`src/inc/otg_host_pkg.sv`:
```
`default_nettype none
package otg_host_pkg;
  // Register offsets (byte addresses, one word each)
  localparam logic [7:0] ADDR_EP0_CTRL = 8'h00;
  localparam logic [7:0] ADDR_TARGET = 8'h04;
  localparam logic [7:0] ADDR_TOKEN = 8'h08;
  localparam logic [7:0] ADDR_IRQ_FLAGS = 8'h0C;
  localparam logic [7:0] ADDR_OTG_CTRL = 8'h10;
  localparam logic [7:0] ADDR_OTG_IRQ = 8'h14;
  localparam logic [7:0] ADDR_CFG2 = 8'h18;
  localparam logic [7:0] ADDR_DESC = 8'h1C;
  localparam logic [7:0] ADDR_VBUS_BAND = 8'h20;
  // Field positions
  localparam int EP0_LOW_SPEED = 7;
  localparam int EP0_RETRY_DISABLE = 6;
  localparam int IRQ_DETACH = 0;
  localparam int IRQ_TRANSFER_DONE = 3;
  localparam int IRQ_ATTACH = 6;
  localparam int OTG_DPLUS_PULLUP = 7;
  localparam int OTG_DMINUS_PULLUP = 6;
  localparam int OTG_VBUS_ON = 3;
  localparam int OTG_VBUS_DISCHARGE = 0;
  localparam int OTGIR_SESSION_END = 2;
  localparam int OTGIR_SESSION_VALID = 3;
  localparam int CFG2_COMP_DISABLE = 1;
  localparam int CFG2_VBUS_PULSE = 4;
  localparam int CFG2_PIN_SET_SEL = 5;
  localparam int DESC_OWN = 7;
  // Token and handshake codes, then the EP0 reset value and the payload limit
  localparam logic [3:0] PID_OUT = 4'h1;
  localparam logic [3:0] PID_ACK = 4'h2;
  localparam logic [3:0] PID_NAK = 4'hA;
  localparam logic [3:0] PID_STALL = 4'hE;
  localparam logic [3:0] PID_ERROR = 4'hF;
  localparam logic [7:0] EP0_RESET = 8'h00;
  localparam logic [6:0] MAX_PAYLOAD = 7'h40;
  // Timing
  localparam int CLK_HZ = 10_000_000;
  localparam int DETACH_NS = 2500;
  localparam int DETACH_CYCLES = (DETACH_NS * (CLK_HZ / 1_000_000) + 999) / 1000;
  // VBUS bands, low to high
  typedef enum logic [1:0] {
    BAND_BELOW_END = 2'b00,
    BAND_END_TO_VALID = 2'b01,
    BAND_VALID_TO_VBUS = 2'b11,
    BAND_ABOVE = 2'b10
  } vbus_band_t;
  typedef enum logic [2:0] {
    ST_IDLE = 3'b000,
    ST_TOKEN = 3'b001,
    ST_DATA = 3'b011,
    ST_WAIT = 3'b010,
    ST_DONE = 3'b110
  } xfer_state_t;
  typedef struct packed {
    logic [7:0] addr;
    logic [7:0] wdata;
    logic wr;
    logic rd;
  } reg_req_t;
  typedef struct packed {
    logic [3:0] pid;
    logic [3:0] endp;
    logic [6:0] dev_addr;
    logic low_speed;
    logic [6:0] len;
  } packet_t;
endpackage
`default_nettype wire

```
`src/rtl/otg_host_session.sv`:
```
`timescale 1ns/1ps
`default_nettype none
module otg_host_session #(
  parameter int DETACH_CYCLES = otg_host_pkg::DETACH_CYCLES
) (
  input wire logic clk_i,
  input wire logic rst_n_i,
  input wire logic [7:0] addr_i,
  input wire logic [7:0] wdata_i,
  input wire logic wr_i,
  input wire logic rd_i,
  output logic [7:0] rdata_o,
  // Link-side packet engine
  output logic pkt_valid_o,
  output otg_host_pkg::packet_t pkt_o,
  input wire logic pkt_done_i,
  input wire logic [3:0] hs_pid_i,
  input wire logic hs_error_i,
  input wire logic se0_i,
  input wire logic attach_i,
  // Analog and external comparators
  input wire logic int_sess_end_i,
  input wire logic int_sess_valid_i,
  input wire logic int_vbus_valid_i,
  input wire logic comparator_status_input_1,
  input wire logic comparator_status_input_2,
  input wire logic vbus_valid_input,
  input wire logic session_valid_input,
  input wire logic session_end_input,
  output logic vbus_power_on_o,
  output logic vbus_discharge_o,
  output logic vbus_pulse_o,
  output logic dplus_pullup_o,
  output logic dminus_pullup_o,
  output logic low_speed_o
);
  typedef struct packed {
    otg_host_pkg::xfer_state_t st;
    logic [7:0] ep0;
    logic [6:0] taddr;
    logic [3:0] tok_pid;
    logic [3:0] tok_ep;
    logic [7:0] irq;
    logic [7:0] otg_ctrl;
    logic [7:0] otg_irq;
    logic [7:0] cfg2;
    logic desc_own;
    logic [3:0] desc_pid;
    logic [6:0] desc_len;
    logic [11:0] se0_cnt;
    logic detached;
    logic [7:0] rdata;
    otg_host_pkg::vbus_band_t band;
    logic [1:0] band_prev;
    logic [2:0] s1;
    logic [2:0] s2;
    logic [2:0] e1;
    logic [2:0] e2;
  } state_t;
  state_t q, d;
  logic [11:0] detach_lim;
  assign detach_lim = 12'(DETACH_CYCLES);
  function automatic otg_host_pkg::vbus_band_t decode_band(input logic sel,
                                                           input logic [2:0] p);
    decode_band = otg_host_pkg::BAND_BELOW_END;
    if (!sel)
    begin
      unique case (p[1:0])
        2'b00: decode_band = otg_host_pkg::BAND_BELOW_END;
        2'b01: decode_band = otg_host_pkg::BAND_END_TO_VALID;
        2'b10: decode_band = otg_host_pkg::BAND_VALID_TO_VBUS;
        2'b11: decode_band = otg_host_pkg::BAND_ABOVE;
      endcase
    end
    else
    begin
      unique case (p)
        3'b001: decode_band = otg_host_pkg::BAND_BELOW_END;
        3'b000: decode_band = otg_host_pkg::BAND_END_TO_VALID;
        3'b010: decode_band = otg_host_pkg::BAND_VALID_TO_VBUS;
        3'b110: decode_band = otg_host_pkg::BAND_ABOVE;
        // Illegal external pattern: treat as no session
        default: decode_band = otg_host_pkg::BAND_BELOW_END;
      endcase
    end
  endfunction
  logic [2:0] ext_pat;
  logic [2:0] int_pat;
  logic [1:0] ib;
  logic sess_end_now;
  logic sess_valid_now;
  always_comb
  begin
    d = q;
    ext_pat = 3'h0;
    int_pat = 3'h0;
    ib = 2'h0;
    // Pins pass two flops first; s1/e1 feed only s2/e2
    d.s1 = {int_vbus_valid_i, int_sess_valid_i, int_sess_end_i};
    d.s2 = q.s1;
    d.e1 = q.cfg2[otg_host_pkg::CFG2_PIN_SET_SEL]
      ? {vbus_valid_input, session_valid_input, session_end_input}
      : {1'b0, comparator_status_input_2, comparator_status_input_1};
    d.e2 = q.e1;
    int_pat = q.s2;
    ib = int_pat[2] ? 2'b11 : int_pat[1] ? 2'b10 : int_pat[0] ? 2'b00 : 2'b01;
    ext_pat = q.e2;
    if (q.cfg2[otg_host_pkg::CFG2_COMP_DISABLE])
      d.band = decode_band(q.cfg2[otg_host_pkg::CFG2_PIN_SET_SEL], ext_pat);
    else
      d.band = decode_band(1'b1, {ib == 2'b11, ib[1], ib == 2'b00});
    d.band_prev = q.band;
    sess_end_now = (q.band == otg_host_pkg::BAND_BELOW_END);
    sess_valid_now = (q.band == otg_host_pkg::BAND_VALID_TO_VBUS)
                     || (q.band == otg_host_pkg::BAND_ABOVE);
    d.rdata = 8'h00;
    // Software writes: one clears, hardware set below wins
    if (wr_i)
    begin
      unique case (addr_i)
        otg_host_pkg::ADDR_EP0_CTRL: d.ep0 = wdata_i;
        otg_host_pkg::ADDR_TARGET: d.taddr = wdata_i[6:0];
        otg_host_pkg::ADDR_TOKEN:
        begin
          d.tok_pid = wdata_i[7:4];
          d.tok_ep = wdata_i[3:0];
        end
        otg_host_pkg::ADDR_IRQ_FLAGS: d.irq = q.irq & ~wdata_i;
        otg_host_pkg::ADDR_OTG_CTRL: d.otg_ctrl = wdata_i;
        otg_host_pkg::ADDR_OTG_IRQ: d.otg_irq = q.otg_irq & ~wdata_i;
        otg_host_pkg::ADDR_CFG2: d.cfg2 = wdata_i;
        otg_host_pkg::ADDR_DESC:
        begin
          d.desc_own = wdata_i[otg_host_pkg::DESC_OWN];
          d.desc_len = (wdata_i[6:0] > otg_host_pkg::MAX_PAYLOAD)
                       ? otg_host_pkg::MAX_PAYLOAD : wdata_i[6:0];
        end
        default: ;
      endcase
    end
    if (rd_i)
    begin
      unique case (addr_i)
        otg_host_pkg::ADDR_EP0_CTRL: d.rdata = q.ep0;
        otg_host_pkg::ADDR_TARGET: d.rdata = {1'b0, q.taddr};
        otg_host_pkg::ADDR_TOKEN: d.rdata = {q.tok_pid, q.tok_ep};
        otg_host_pkg::ADDR_IRQ_FLAGS: d.rdata = q.irq;
        otg_host_pkg::ADDR_OTG_CTRL: d.rdata = q.otg_ctrl;
        otg_host_pkg::ADDR_OTG_IRQ: d.rdata = q.otg_irq;
        otg_host_pkg::ADDR_CFG2: d.rdata = q.cfg2;
        otg_host_pkg::ADDR_DESC: d.rdata = {q.desc_own, 3'h0, q.desc_pid};
        otg_host_pkg::ADDR_VBUS_BAND: d.rdata = {6'h00, q.band};
        default: d.rdata = 8'h00;
      endcase
    end
    // Set after the clear so a band change in the clearing cycle is kept
    if (q.band != otg_host_pkg::vbus_band_t'(q.band_prev))
    begin
      if (sess_end_now)
        d.otg_irq[otg_host_pkg::OTGIR_SESSION_END] = 1'b1;
      if (sess_valid_now)
        d.otg_irq[otg_host_pkg::OTGIR_SESSION_VALID] = 1'b1;
    end
    // Detach: SE0 held past the limit
    if (!q.s2[0] && se0_i)
    begin
      if (q.se0_cnt < detach_lim)
        d.se0_cnt = q.se0_cnt + 12'h001;
      else if (!q.detached)
      begin
        d.irq[otg_host_pkg::IRQ_DETACH] = 1'b1;
        d.detached = 1'b1;
      end
    end
    else
    begin
      d.se0_cnt = 12'h000;
      d.detached = 1'b0;
    end
    if (attach_i)
      d.irq[otg_host_pkg::IRQ_ATTACH] = 1'b1;
    unique case (q.st)
      otg_host_pkg::ST_IDLE:
        if (wr_i && addr_i == otg_host_pkg::ADDR_TOKEN && q.desc_own
            && wdata_i[7:4] == otg_host_pkg::PID_OUT)
          d.st = otg_host_pkg::ST_TOKEN;
      otg_host_pkg::ST_TOKEN:
        d.st = otg_host_pkg::ST_DATA;
      otg_host_pkg::ST_DATA:
        d.st = otg_host_pkg::ST_WAIT;
      otg_host_pkg::ST_WAIT:
        if (pkt_done_i)
        begin
          if (!hs_error_i && hs_pid_i == otg_host_pkg::PID_NAK
              && !q.ep0[otg_host_pkg::EP0_RETRY_DISABLE])
            d.st = otg_host_pkg::ST_TOKEN;
          else
          begin
            d.st = otg_host_pkg::ST_DONE;
            if (q.ep0[otg_host_pkg::EP0_RETRY_DISABLE])
              d.desc_pid = hs_error_i ? otg_host_pkg::PID_ERROR : hs_pid_i;
            else
              d.desc_pid = hs_pid_i;
          end
        end
      otg_host_pkg::ST_DONE:
      begin
        d.desc_own = 1'b0;
        d.irq[otg_host_pkg::IRQ_TRANSFER_DONE] = 1'b1;
        d.st = otg_host_pkg::ST_IDLE;
      end
      default: d.st = otg_host_pkg::ST_IDLE;
    endcase
  end
  always_ff @(posedge clk_i)
  begin
    if (!rst_n_i)
    begin
      q <= '0;
      q.ep0 <= otg_host_pkg::EP0_RESET;
    end
    else
      q <= d;
  end
  always_ff @(posedge clk_i)
  begin
    if (!rst_n_i)
    begin
      pkt_valid_o <= 1'b0;
      pkt_o <= '0;
      rdata_o <= 8'h00;
      vbus_power_on_o <= 1'b0;
      vbus_discharge_o <= 1'b0;
      vbus_pulse_o <= 1'b0;
      dplus_pullup_o <= 1'b0;
      dminus_pullup_o <= 1'b0;
      low_speed_o <= 1'b0;
    end
    else
    begin
      // Token then data: one pulse each
      pkt_valid_o <= (d.st == otg_host_pkg::ST_TOKEN) || (d.st == otg_host_pkg::ST_DATA);
      // Next-state fields: the token write and the first token share one edge
      pkt_o.pid <= (d.st == otg_host_pkg::ST_TOKEN) ? d.tok_pid : 4'h3;
      pkt_o.endp <= d.tok_ep;
      pkt_o.dev_addr <= d.taddr;
      pkt_o.low_speed <= d.ep0[otg_host_pkg::EP0_LOW_SPEED];
      pkt_o.len <= d.desc_len;
      rdata_o <= d.rdata;
      vbus_power_on_o <= d.otg_ctrl[otg_host_pkg::OTG_VBUS_ON];
      vbus_discharge_o <= d.otg_ctrl[otg_host_pkg::OTG_VBUS_DISCHARGE];
      vbus_pulse_o <= d.cfg2[otg_host_pkg::CFG2_VBUS_PULSE];
      dplus_pullup_o <= d.otg_ctrl[otg_host_pkg::OTG_DPLUS_PULLUP];
      dminus_pullup_o <= d.otg_ctrl[otg_host_pkg::OTG_DMINUS_PULLUP];
      low_speed_o <= d.ep0[otg_host_pkg::EP0_LOW_SPEED];
    end
  end
endmodule
`default_nettype wire

```
`config.mk`:
```
export PLATFORM = sky130hd
export DESIGN_NAME = otg_host_session
export DESIGN_NICKNAME = d
export VERILOG_FILES = /design/src/inc/otg_host_pkg.sv /design/src/rtl/otg_host_session.sv
export SDC_FILE = /design/constraint.sdc
export NUM_CORES = 1
export LEC_CHECK = 0
export BUFFER_PORTS_ARGS = -buffer_cell sky130_fd_sc_hd__buf_2
export CAP_MARGIN = 20
export CORE_MARGIN = 3
export CORE_UTILIZATION = 43
export CTS_BUF_LIST = sky130_fd_sc_hd__clkbuf_8
export CTS_CLUSTER_DIAMETER = 120
export DETAILED_ROUTE_END_ITERATION = 10
export PLACE_DENSITY_LB_ADDON = 0.2
export SLEW_MARGIN = 5
export SYNTH_ARGS = -nofsm -noshare
export SYNTH_HDL_FRONTEND = slang
export SYNTH_SLANG_ARGS = --single-unit
```
`constraint.sdc`:
```
create_clock -name clk_i -period 2 [get_ports clk_i]
set_clock_uncertainty 0.15 [all_clocks]
set_input_delay 0.2 -clock clk_i [delete_from_list [all_inputs] [get_ports clk_i]]
set_output_delay 0.2 -clock clk_i [all_outputs]
set_load 0.1 [all_outputs]
```
==> Word-level counts from Yosys, hierarchy flattened <==
Index checks and enable logic that the tools add are counted.
{ "totals": {"register_bits": 116, "latch_bits": 0, "mem_bits_rw": 0, "mem_bits_ro": 0, "inputBits": 36, "output_inout_bits": 38, "elab_cells": 145, "memories": 0} }
{ "classes": {"n_addsub": 1, "mul": 0, "div": 0, "order_cmp": 2, "eq_ne": 27, "n_shift": 0, "n_mux": 36, "bitwise": 5, "reduce_logical": 38} }
{ "op_table": {"columns": ["cell", "n"], "rows": [
  ["$pmux W8 S9", 1],
  ["$mux W48", 1],
  ["$mux W8", 5],
  ["$eq A8 B5 Y1 const B", 4],
  ["$mux W7", 4],
  ["$reduce_and A2 Y1", 14],
  ["$and A8 B8 Y8", 2],
  ["$eq A8 B4 Y1 const B", 2],
  ["$eq A3 B2 Y1 const B", 5],
  ["$mux W2", 7],
  ["$add A12 B1 Y12 const B", 1],
  ["$lt A12 B5 Y1 const B", 1],
  ["$pmux W2 S3", 2],
  ["$pmux W3 S4", 1],
  ["$eq A2 B2 Y1 const B", 5],
  ["$eq A3 B3 Y1 const B", 3],
  ["$logic_not A3 Y1", 3],
  ["$mux W1", 9],
  ["$mux W3", 3],
  ["$eq A8 B3 Y1 const B", 1],
  ["$eq A8 B6 Y1 const B", 1],
  ["$logic_not A8 Y1", 1],
  ["$mux W4", 2],
  ["$not A8 Y8", 1],
  ["15 further kinds", 30]
]} }

==> Logic depth before layout (Yosys ltp) <==
Gate-level depths: netlist of run 1.
{ "depth": {"ltp_word": 8, "mapped_depth": 6, "ltp_nobuf": 6} }

==> Worst setup path before layout of run 1 <==
Ideal clock, no wire load.
{ "synth_timing": {"path_type": "reg2reg", "start": "reg q[71] (netlist name)", "end": "reg rdata_o[6]", "setup_ns": 0.076, "t_arrival_ns": 1.550, "required_time_ns": 1.774, "setup_slack_ns": 0.225, "stages_incl_launch_ff": 4, "n_path_buf": 0, "synth_period_minus_slack_ns": 1.775, "path_cell_list": "dfxtp_1 mux4_2 a22oi_1 a21oi_1"} }
{ "synth_via": {"elab_chain_len": 1} }
{ "synth_lines": {"columns": ["element", "line", "text"], "rows": [
  ["start, declared", "otg_host_session.sv:60", "state_t q, d;"],
  ["$pmux W8 S9", "otg_host_session.sv:143", "unique case (addr_i)"],
  ["end signal, assigned", "otg_host_session.sv:249", "rdata_o <= d.rdata;"],
  ["end, declared", "otg_host_session.sv:12", "output logic [7:0] rdata_o,"]
]} }
Every way passes these cells.
A chain may end at the register's enable or synchronous reset.

==> Worst setup path after layout of run 1 <==
{ "layout_timing": {"start": "reg q[105] (netlist name)", "end": "reg pkt_o[21] (netlist name)"} }
{ "layout_via": {"elab_chain_len": 4, "elab_cells_between_ends": 9, "cone_classes": "eq/ne: 4; mux: 3; reduce/logical: 2"} }
{ "layout_lines": {"columns": ["element", "line", "text"], "rows": [
  ["$eq A3 B2 Y1 (tied with other cells)", "otg_host_session.sv:182", "unique case (q.st)"],
  ["$pmux W3 S4 *", "otg_host_session.sv:182", null],
  ["$eq A3 B1 Y1 *", "otg_host_session.sv:244", "pkt_o.pid <= (d.st == otg_host_pkg::ST_TOKEN) ? d.tok_pid : 4'h3;"],
  ["$reduce_and A2 Y1 (no line) *", null, null],
  ["end, declared", "otg_host_session.sv:15", "output otg_host_pkg::packet_t pkt_o,"]
]} }
Every way passes the cells marked *; elsewhere a longest branch is shown, timed or not.

==> metrics.cfg, run 1 <==
[status]
status=finished clean

[synth]
syn_nets=534
synth_fa_ha_area_frac=0.01577
synthCells=492
syn_area_sq_mm=0.004760
ys_ff_latch=112
synthMuxAreaShare=0.1291
synth_top_family_by_area=simple AND/OR/NAND/NOR gates
avgSynthCellArea_sq_um=9.674
synth.distinct_cells=60
yosysSeqAreaShare=0.4711
async_flop_share=0
synth_top_cell_area_share=0.4711
netlist_top_cells_count=dfxtp_1, nor2_1, mux2i_1, nand2_1, a21oi_1
synth_top_cell_by_area=dfxtp_1
synth_compound_area_frac=0.1191
yosys-top-cells-area=dfxtp_1, mux2i_1, nor2_1, mux4_2, buf_4
synth_edf_count=0
ys_warn_count=0
synth_ff_type=dfxtp_1
synth_most_common_cell=dfxtp_1
synth-simple-area-share=0.1953
synthXorXnorAreaFrac=0.005521

[place]
hpwlAfterDp_mm=8.536
numPortBuffers=73
place.gp.congestion=0.8867

[clock_tree]
cts_root_buf=clkbuf_8
cts_tree=built
cts_buffer_depth=2
clk_pin_slew_worst_paths_ns=0.11
cts_sinks=112
htreeDepth=3
worstSkewPairLatency_ns=0.37
cts_setup_buffers=0
cts_buffers=9

[global_route]
grt_overflow=0
antenna_found_initial=0
grt_pass1_vias=3632
grt_start_max_net_pins=61
grtUsageTotal=0.1935
grt_pass1_wl_mm=19.09

[worst_setup_path]
worstPathArrival_ns=1.93
crit_fanout=5
timing.rr.end=pkt_o[21]
reg2reg_from=q[105]
critPathKind=flip-flop to flip-flop
reg2regPathDepth=4
endpoint_kind=flip-flop
cp-start-kind=flip-flop
r2r_slack_ns=0.21
crit_path_end=pkt_o[21]
required_ns=2.14
setup.worst_path.start=q[105]

[sta]
finalSetupTns_ns=0
period_share=0.8939
finalMaxSlewViolations=0
max_freq_mhz=559.4
slew_headroom=0.6295
setup-violations-final=0
layout_min_cycle_time_ns=1.788
finalHoldViolations=0
worst_slew_pin_slew_ns=0.5546
rsz0062_at_grt=no

[cells_and_area]
fillers=990
fin_util=0.5268
antenna_cells=0
nNetsFinal=608
final_layout_size_suffix_gt1_frac=0.2373
area_delta_synth_final_pct=16.82

[hold_path]
min_path_type=input pin to flip-flop
min_from=wdata_i[3]

[pwr]
internal_power_w=0.002824
combPwrFrac=0.077
seq_power_share=0.598
netSwitchingPower_w=0.0009684
clkPwrFrac=0.325
power.density_mw_per_mm2=682.0
leakagePower_nw=2.299
swShare=0.2554
vdd_drop_max_uv=338.8

[floorplan]
die_h_um=111.2
start_util=0.4509
num_rows=37
die_w_um=111.2
ios=74
coreArea_sq_mm=0.01056
die-area_sq_mm=0.01237

[routing]
drt_iter0_markers=194
ant_nets=0
dr_total_vias=3812
viasPerCell=5.407
wl_per_cell_um=16.76
first_pass_iters=5
totalWireLength_mm=11.82
route.detailed.drc=0

[flow_run]
drv_cap=0

cell usage in the layout, fill, tap and decap left out, types with 15 or more instances in the layout:
cell / count
dfxtp_1: 112
buf_2: 73
nor2_1: 52
mux2i_1: 40
nand2_1: 34
a21oi_1: 30
and2_1: 20
buf_4: 20
nand3_1: 15
dlygate4sd3_1: 15
worst min-delay path by stage:
| stage | endpoint | depth (start not counted) |
|---|---|---|
| after floorplan | q[57] | 1 |
| after global placement | d[7] | 2 |
| after detailed placement | d[7] | 2 |
| after CTS | q[80] | 3 |
| after global routing | q[80] | 3 |
| final | q[60] | 2 |
layout make-up:
| cell class | count | area [sq um] | share of cell area |
|---|---|---|---|
| repair buffers | 111 | 725.7 | 0.1305 |
| well taps | 136 | 170.2 | 0.03060 |
| clock inverters | 5 | 45.04 | 0.008101 |
| multi-input cells | 323 | 2220 | 0.3992 |
| flip-flops and latches | 112 | 2242 | 0.4032 |
| clock buffers | 9 | 123.9 | 0.02228 |
| inverters | 9 | 33.78 | 0.006076 |
stage by stage:
stage | setup slack (ns) | hold WS (ns) | power, W | instances | area [sq um]
final | 0.2123 | 0.01506 | 0.003792 | 705 | 5560
after floorplan | 0.2250 | 0.1370 | 0.002473 | 492 | 4760
after detailed placement | 0.05354 | 0.2599 | 0.002590 | 676 | 5234
after global routing | 0.03234 | 0.01460 | 0.003940 | 705 | 5560
after CTS | 0.08934 | 0.002752 | 0.003825 | 705 | 5553
after global placement | 0.08027 | 0.2591 | 0.002585 | 676 | 5234
metal layers:
metal | up-vias | wire length [um] | track usage
met5 | - | 0 | 0
met4 | 0 | 258 | 0.08273
met3 | 21 | 736 | 0.03548
met2 | 122 | 5430 | 0.3128
met1 | 1807 | 5389 | 0.2535
li1 | 1862 | - | -
power by group through the flow:
stage          sequential [W]  clock (W)  combinational [W]
5_1_grt               0.00227    0.00135           0.000322
6_report              0.00227    0.00123           0.000293
3_5_place_dp          0.00232          0           0.000272
3_3_place_gp          0.00232          0           0.000267
4_1_cts               0.00227    0.00126           0.000295
2_1_floorplan         0.00233          0           0.000143
logic make-up (layout without fill, tap and decap cells):
family                   count (synthesis)  in the layout
AO/OA/AOI/OAI                           86             86
multiplexers                            51             51
XOR/XNOR                                 3              3
flip-flops                             112            112
adder cells (fa/ha/maj)                  6              6
buffers and inverters                   57            134
AND/OR/NAND/NOR                        177            177
state kept, by name, indices dropped and copies added, names as in the netlist:
signal,cells
q,67
pkt_o,22
d,8
rdata_o,8
ext_pat,3
int_pat,3
pkt_valid_o,1
worst max-delay path: stages (launching register included):
cell	delay [ns]
dfxtp_1	0.39
nor4b_1	0.33
nand3b_1	0.23
o32ai_2	0.38
nor3b_1	0.23
what timing repair did:
action,CTS,global route
hold buffers,15,0
hold endpoints to repair,14,0
setup endpoints to repair,0,3
resized for setup,0,1
Note: power is estimated with default switching activity, not from simulation.
==> run 2, diff against run 1 <==
clock period = 2.2 ns   (was 2 ns; I/O delays follow)
==> run 2 against run 1 <==
Critical path depth rose by 1. Setup slack improved by 0.20 ns. Wire length rose by 0.56%. Via count fell by 1.2%. Cell area fell by 1.0%. Count of clock-buffer cells in the layout did not move. Critical path type unchanged. Largest cell class unchanged. Largest power group unchanged. Highest routed layer unchanged.
==> metrics.cfg, run 2 (same netlist as run 1, synthesis figures left out) <==
[status]
status=finished clean  ; unchanged

[routing]
wl_per_cell_um=16.95  ; was 16.76 um
ant_nets=0  ; unchanged
drt_iter0_markers=179  ; was 194
route.detailed.drc=0  ; unchanged
viasPerCell=5.375  ; was 5.407
first_pass_iters=4  ; was 5
totalWireLength_mm=11.88  ; was 11.82 mm
dr_total_vias=3768  ; was 3812

[clock_tree]
cts_hold_buffers=11  ; was 15
cts_tree=built  ; unchanged
cts_buffer_depth=2  ; unchanged
cts_root_buf=clkbuf_8  ; unchanged
clk_pin_slew_worst_paths_ns=0.09  ; was 0.11 ns
postCtsResizedCells=0  ; unchanged
cts_setup_buffers=0  ; unchanged
htreeDepth=3  ; unchanged
worstSkewPairLatency_ns=0.36  ; was 0.37 ns
cts_buffers=9  ; unchanged
cts_sinks=112  ; unchanged

[worst_setup_path]
required_ns=2.34  ; was 2.14 ns
path_cells=nor4_1 > buf_4 > o2111ai_1 > or3_1 > a21oi_1  ; was nor4b_1 > nand3b_1 > o32ai_2 > nor3b_1
reg2reg_from=q[30]  ; was q[105]
worst_path_max_delay_cell=nor4_1  ; was dfxtp_1
reg2regPathDepth=5  ; was 4
worst-path-buf-inv=1  ; was 0
critPathKind=flip-flop to flip-flop  ; unchanged
timing.rr.end=q[28]  ; was pkt_o[21]
crit_fanout=4  ; was 5
critPathTopFamily=simple AND/OR/NAND/NOR gates  ; unchanged
crit_path_max_incr_delay_ns=0.41  ; was 0.39 ns
r2r_slack_ns=0.41  ; was 0.21 ns
endpoint_kind=flip-flop  ; unchanged
cp-start-kind=flip-flop  ; unchanged
worstPathArrival_ns=1.93  ; about the same

[hold_path]
hold_end=q[57]  ; was q[60]
min_from=rst_n_i  ; was wdata_i[3]
min_path_type=input pin to flip-flop  ; unchanged
hold_depth=3  ; was 2

[pwr]
swShare=0.2377  ; was 0.2554
p_total_w=0.003488  ; was 0.003792 W
clkPwrFrac=0.333  ; was 0.325
vdd_drop_max_uv=357.9  ; was 338.8 uV
netSwitchingPower_w=0.0008290  ; was 0.0009684 W
seq_power_share=0.591  ; was 0.598
internal_power_w=0.002659  ; was 0.002824 W
leakagePower_nw=2.296  ; was 2.299 nW
combPwrFrac=0.076  ; was 0.077
power.density_mw_per_mm2=633.8  ; was 682.0 mW/mm^2

[cells_and_area]
largest_reg_flops=67  ; unchanged
antenna_cells=0  ; unchanged
reg_top3=q x67, pkt_o x22  ; unchanged
nNetsFinal=603  ; was 608
fin_util=0.5213  ; was 0.5268
final_cell_mix=dfxtp_1, buf_2, nor2_1  ; unchanged
final_layout_size_suffix_gt1_frac=0.2319  ; was 0.2373
area_delta_synth_final_pct=15.62  ; was 16.82%
instances_no_fill=701  ; was 705
final_common_cell=dfxtp_1  ; unchanged
regMostFlops=q  ; unchanged

[global_route]
grtUsageTotal=0.1968  ; was 0.1935
grt_pass1_vias=3704  ; was 3632
grt_overflow=0  ; unchanged
antenna_found_initial=0  ; unchanged
grt_pass1_wl_mm=19.61  ; was 19.09 mm
grt_start_max_net_pins=64  ; was 61

[sta]
max_freq_mhz=559.4  ; about the same
slew_headroom=0.6400  ; was 0.6295
setup-violations-final=0  ; unchanged
rsz0062_at_grt=no  ; unchanged
finalMaxSlewViolations=0  ; unchanged
finalSetupTns_ns=0  ; unchanged
layout_setup_ws_ns=0.4124  ; was 0.2123 ns
period_share=0.8125  ; was 0.8939
layout_min_cycle_time_ns=1.788  ; about the same
worst_slew_pin_slew_ns=0.5389  ; was 0.5546 ns
finalHoldViolations=0  ; unchanged

[floorplan]
die_h_um=111.2  ; unchanged
die_w_um=111.2  ; unchanged
ios=74  ; unchanged
num_rows=37  ; unchanged
start_util=0.4509  ; unchanged
coreArea_sq_mm=0.01056  ; unchanged
die-area_sq_mm=0.01237  ; unchanged

[flow_run]
drv_cap=0  ; unchanged

[place]
numPortBuffers=73  ; unchanged
pre_cts_ws_ns=0.2055  ; was 0.05354 ns
place.gp.congestion=0.8804  ; was 0.8867
place_inst=675  ; was 676
hpwlAfterDp_mm=8.608  ; was 8.536 mm

-- run 2: changes by cell type in the layout (fill, tap and decap cells not counted), sizes merged --
cell         previous run  this run
buf                    96        95
bufinv                  0         1
clkinvlp                1         0
dlygate4sd3            15        11
clkinv                  3         2
inv                    10        12
-- run 2: worst min-delay path, stage by stage --
cell and delay, ns:
buf_2 0.16, nand2_1 0.08, a21oi_1 0.03
-- run 2: how the worst max path moves through the flow --
stage               from        end  slack [ns]  cells past startpoint
4_1_cts           q[102]  pkt_o[22]        0.42                      5
2_1_floorplan  addr_i[5]     q[103]        0.41                      5
3_3_place_gp   addr_i[2]  pkt_o[21]        0.33                      5
3_5_place_dp   addr_i[2]  pkt_o[22]        0.21                      5
6_report           q[30]      q[28]        0.41                      5
5_1_grt           q[102]  pkt_o[22]        0.24                      5
-- run 2: area by class of cell --
cell class,count,area (sq um)
Sequential cell,112,2242
Timing Repair Buffer,106,665.6
Inverter,9,33.78
Fill cell,990,5052
Clock buffer,9,123.9
Multi-Input combinational cell,323,2212
Clock inverter,6,55.05
Tap cell,136,170.2
-- run 2: metal layers --
metal | vias to the layer above | share of wire | wire, um | track usage
li1 | 1854 | - | - | -
met1 | 1792 | 0.47 | 5593 | 0.2668
met2 | 106 | 0.46 | 5488 | 0.3156
met3 | 16 | 0.049 | 583 | 0.03493
met4 | 0 | 0.018 | 216 | 0.06975
met5 | - | 0 | 0 | 0
-- run 2: power by group through the flow --
| stage | Clock [W] | Combinational [W] | Sequential [W] |
|---|---|---|---|
| 3_3_place_gp | 0 | 0.000247 | 0.00211 |
| 2_1_floorplan | 0 | 0.000130 | 0.00212 |
| 4_1_cts | 0.00120 | 0.000265 | 0.00206 |
| 3_5_place_dp | 0 | 0.000249 | 0.00211 |
| 6_report | 0.00116 | 0.000265 | 0.00206 |
| 5_1_grt | 0.00128 | 0.000289 | 0.00206 |
-- run 2: metrics by stage --
stage | hold slack [ns] | instance area, sq um
after floorplan | 0.1570 | 4760
after global placement | 0.2634 | 5214
after detailed placement | 0.2669 | 5214
after CTS | 0.009224 | 5503
after global routing | 0.03233 | 5503
final | 0.02733 | 5503
==> run 3, diff against run 2 <==
ABC_AREA = 1   (was not set)
clock period = 1.6 ns   (was 2.2 ns; I/O delays follow)
==> run 3 against run 2 <==
First-iteration DRC count is 91% higher. Combinational power is 39% higher. Area after synthesis up 0.97%. Count of clock-buffer cells in the layout is the same. Core utilization grew 2.7 points. Setup slack got worse by 0.35 ns. Non-clock buffer count rose by 25. Final cell count is 27% higher. Sequential power is 37% higher. Flip-flop and latch count unchanged. Critical path type is now flip-flop to output pin. Largest cell class unchanged. Largest power group unchanged.
==> metrics.cfg, run 3 <==
[sta]
setup-violations-final=0  ; unchanged
period_share=0.9624
rsz0062_at_grt=no  ; unchanged
worst_slew_pin_slew_ns=0.4925  ; was 0.5389 ns
finalHoldViolations=0  ; unchanged
finalMaxSlewViolations=0  ; unchanged
layout_min_cycle_time_ns=1.540
hold_ws_ns=0.02397  ; was 0.02733 ns
max_freq_mhz=649.4
finalSetupTns_ns=0  ; unchanged
slew_headroom=0.6739  ; was 0.6400

[cells_and_area]
regArea_sq_mm=0.002243  ; was 0.002242 sq mm
fin_util=0.5484  ; was 0.5213
largest_reg_flops=67  ; unchanged
area_delta_synth_final_pct=20.98  ; was 15.62%
nNetsFinal=793  ; was 603
reg_top3=q x67, pkt_o x22  ; unchanged
regMostFlops=q  ; unchanged
multiInputGateArea_sq_mm=0.002039  ; was 0.002212 sq mm
antenna_cells=0  ; unchanged
final_layout_size_suffix_gt1_frac=0.2275  ; was 0.2319
fillers=1026  ; was 990
final_common_cell=nand2_1  ; was dfxtp_1
instances_no_fill=892  ; was 701
final_cell_mix=nand2_1, dfxtp_1, nor2_1  ; was dfxtp_1, buf_2, nor2_1

[synth]
synthCells=643  ; was 492
netlist_top_cells_count=nand2_1, dfxtp_1, nor2_1, inv_1, a21oi_1  ; was dfxtp_1, nor2_1, mux2i_1, nand2_1, a21oi_1
synth_compound_area_frac=0.1427  ; was 0.1191
synthMuxAreaShare=0  ; was 0.1291
synth_top_family_by_area=simple AND/OR/NAND/NOR gates  ; unchanged
async_flop_share=0  ; unchanged
avgSynthCellArea_sq_um=7.474  ; was 9.674 sq um
synth_top_cell_area_share=0.4665  ; was 0.4711
synth_fa_ha_area_frac=0.01562  ; was 0.01577
ys_warn_count=0  ; unchanged
synthXorXnorAreaFrac=0  ; was 0.005521
synth_ff_type=dfxtp_1  ; unchanged
synth-simple-area-share=0.2635  ; was 0.1953
syn_area_sq_mm=0.004806  ; was 0.004760 sq mm
yosysSeqAreaShare=0.4665  ; was 0.4711
yosys-top-cells-area=dfxtp_1, nand2_1, nor2_1, inv_1, a21oi_1  ; was dfxtp_1, mux2i_1, nor2_1, mux4_2, buf_4
ys_ff_latch=112  ; unchanged
synth_top_cell_by_area=dfxtp_1  ; unchanged
syn_nets=685  ; was 534
synth.distinct_cells=36  ; was 60
synth_edf_count=0  ; unchanged
synth_most_common_cell=nand2_1  ; was dfxtp_1

[global_route]
grt_pass1_wl_mm=20.87  ; was 19.61 mm
grt_start_max_net_pins=32  ; was 64
grtUsageTotal=0.2069  ; was 0.1968
antenna_found_initial=0  ; unchanged
grt_overflow=0  ; unchanged
grt_pass1_vias=4218  ; was 3704

[hold_path]
min_from=wdata_i[1]  ; was rst_n_i
hold_end=q[97]  ; was q[57]
hold_depth=3  ; unchanged
min_path_type=input pin to flip-flop  ; unchanged

[routing]
ant_nets=0  ; unchanged
dr_total_vias=4306  ; was 3768
first_pass_iters=4  ; unchanged
drt_iter0_markers=341  ; was 179
route.detailed.drc=0  ; unchanged
totalWireLength_mm=12.64  ; was 11.88 mm
wl_per_cell_um=14.17  ; was 16.95 um
viasPerCell=4.827  ; was 5.375

[place]
place.gp.congestion=0.9504  ; was 0.8804
hpwlAfterDp_mm=9.600  ; was 8.608 mm
place_inst=857  ; was 675
numPortBuffers=73  ; unchanged

[worst_setup_path]
crit_fanout=3  ; was 4
reg2reg_from=q[54]  ; was q[30]
worst-path-buf-inv=1  ; unchanged
worst_path_max_delay_cell=buf_2  ; was nor4_1
cp-start-kind=flip-flop  ; unchanged
r2r_slack_ns=0.10  ; was 0.41 ns
reg2regPathDepth=4  ; was 5
required_ns=1.29  ; was 2.34 ns
path_cells=buf_2  ; was nor4_1 > buf_4 > o2111ai_1 > or3_1 > a21oi_1
timing.rr.end=d[0]  ; was q[28]
critPathTopFamily=buffers and inverters  ; was simple AND/OR/NAND/NOR gates
crit_path_max_incr_delay_ns=0.45  ; was 0.41 ns
critPathKind=flip-flop to output pin  ; was flip-flop to flip-flop
endpoint_kind=output pin  ; was flip-flop
worstPathArrival_ns=1.23  ; was 1.93 ns

[floorplan]
num_rows=37  ; unchanged
ios=74  ; unchanged
die_w_um=111.7  ; was 111.2 um
coreArea_sq_mm=0.01060  ; was 0.01056 sq mm
start_util=0.4533  ; was 0.4509
die_h_um=111.7  ; was 111.2 um
die-area_sq_mm=0.01248  ; was 0.01237 sq mm

[clock_tree]
cts_tree=built  ; unchanged
cts_sinks=112  ; unchanged
cts_setup_buffers=0  ; unchanged
htreeDepth=3  ; unchanged
clk_pin_slew_worst_paths_ns=0.11  ; was 0.09 ns
cts_root_buf=clkbuf_8  ; unchanged
cts_buffers=9  ; unchanged
cts_buffer_depth=2  ; unchanged
worstSkewPairLatency_ns=0.37  ; was 0.36 ns

[pwr]
leakagePower_nw=2.748  ; was 2.296 nW
vdd_drop_max_uv=675.5  ; was 357.9 uV
power.density_mw_per_mm2=818.9  ; was 633.8 mW/mm^2

[flow_run]
drv_cap=0  ; unchanged

[status]
status=finished clean  ; unchanged

-- run 3: changes by cell type in the layout (fill, tap and decap cells not counted), moves of 9 or more --
| cell | delta |
|---|---|
| nand2_1 | +91 |
| mux2i_1 | -40 |
| a21oi_1 | +25 |
| nor2b_1 | -9 |
| o21ai_1 | +9 |
| buf_4 | +18 |
| inv_1 | +61 |
| nor2_4 | +11 |
| and2_1 | -20 |
| nor2_1 | +36 |
| o21ai_0 | +40 |
-- run 3: where the power goes --
group	leakage [nW]	switching, W	total, W	internal [W]
logic	1.74	0.000229	0.000369	0.000140
registers	0.907	0.0000172	0.00283	0.00282
clock network	0.0957	0.000973	0.00156	0.000585
-- run 3: stage by stage --
stage	worst slack, ns	power [W]	cell area (sq um)
detailed placement	-0.07177	0.003228	5428
finish	0.06019	0.004761	5814
global route	0.00003830	0.004953	5814
floorplan	0.007316	0.003081	4807
CTS	0.01491	0.004809	5804
global placement	-0.03612	0.003221	5428
-- run 3: cell families after synthesis --
group | Yosys count
compound gates | 130
fa+ha+maj | 6
flops | 112
simple gates | 278
buf+inv | 117
-- run 3: what timing repair did --
action	4_1_cts	5_1_grt
gates resized for setup	0	7
hold buffers	20	0
setup endpoints to repair	0	9
endpoints found under the hold margin	24	0
-- run 3: layer usage --
layer	global-route usage	wire length, um	vias to the layer above
met4	0.05028	146	0
met1	0.2552	5453	1952
met3	0.04076	689	13
li1	-	-	2234
met2	0.3701	6350	107
met5	0	0	-
-- run 3: layout make-up --
class | instances | area share
inverters | 83 | 0.05444
flip-flops and latches | 112 | 0.3858
clock buffers | 9 | 0.02130
repair buffers | 131 | 0.1493
clock inverters | 7 | 0.009038
multi-input cells | 414 | 0.3508
well taps | 136 | 0.02927
-- run 3: worst reg2reg max path, delay by kind of cell (launching register included) --
kind,cells,cell delay (ns)
flip-flops,1,0.33
AO/OA/AOI/OAI,1,0.15
buffers and inverters,2,0.70
AND/OR/NAND/NOR,1,0.06
-- run 3: worst max-delay path by stage --
stage / from / endpoint / cells past startpoint
finish: pkt_o[18] / pkt_o[18] / 1
global route: wdata_i[7] / pkt_o[19] / 12
CTS: hs_pid_i[0] / pkt_o[19] / 9
detailed placement: addr_i[1] / pkt_o[19] / 11
global placement: addr_i[1] / pkt_o[19] / 11
floorplan: q[53] / rdata_o[4] / 4
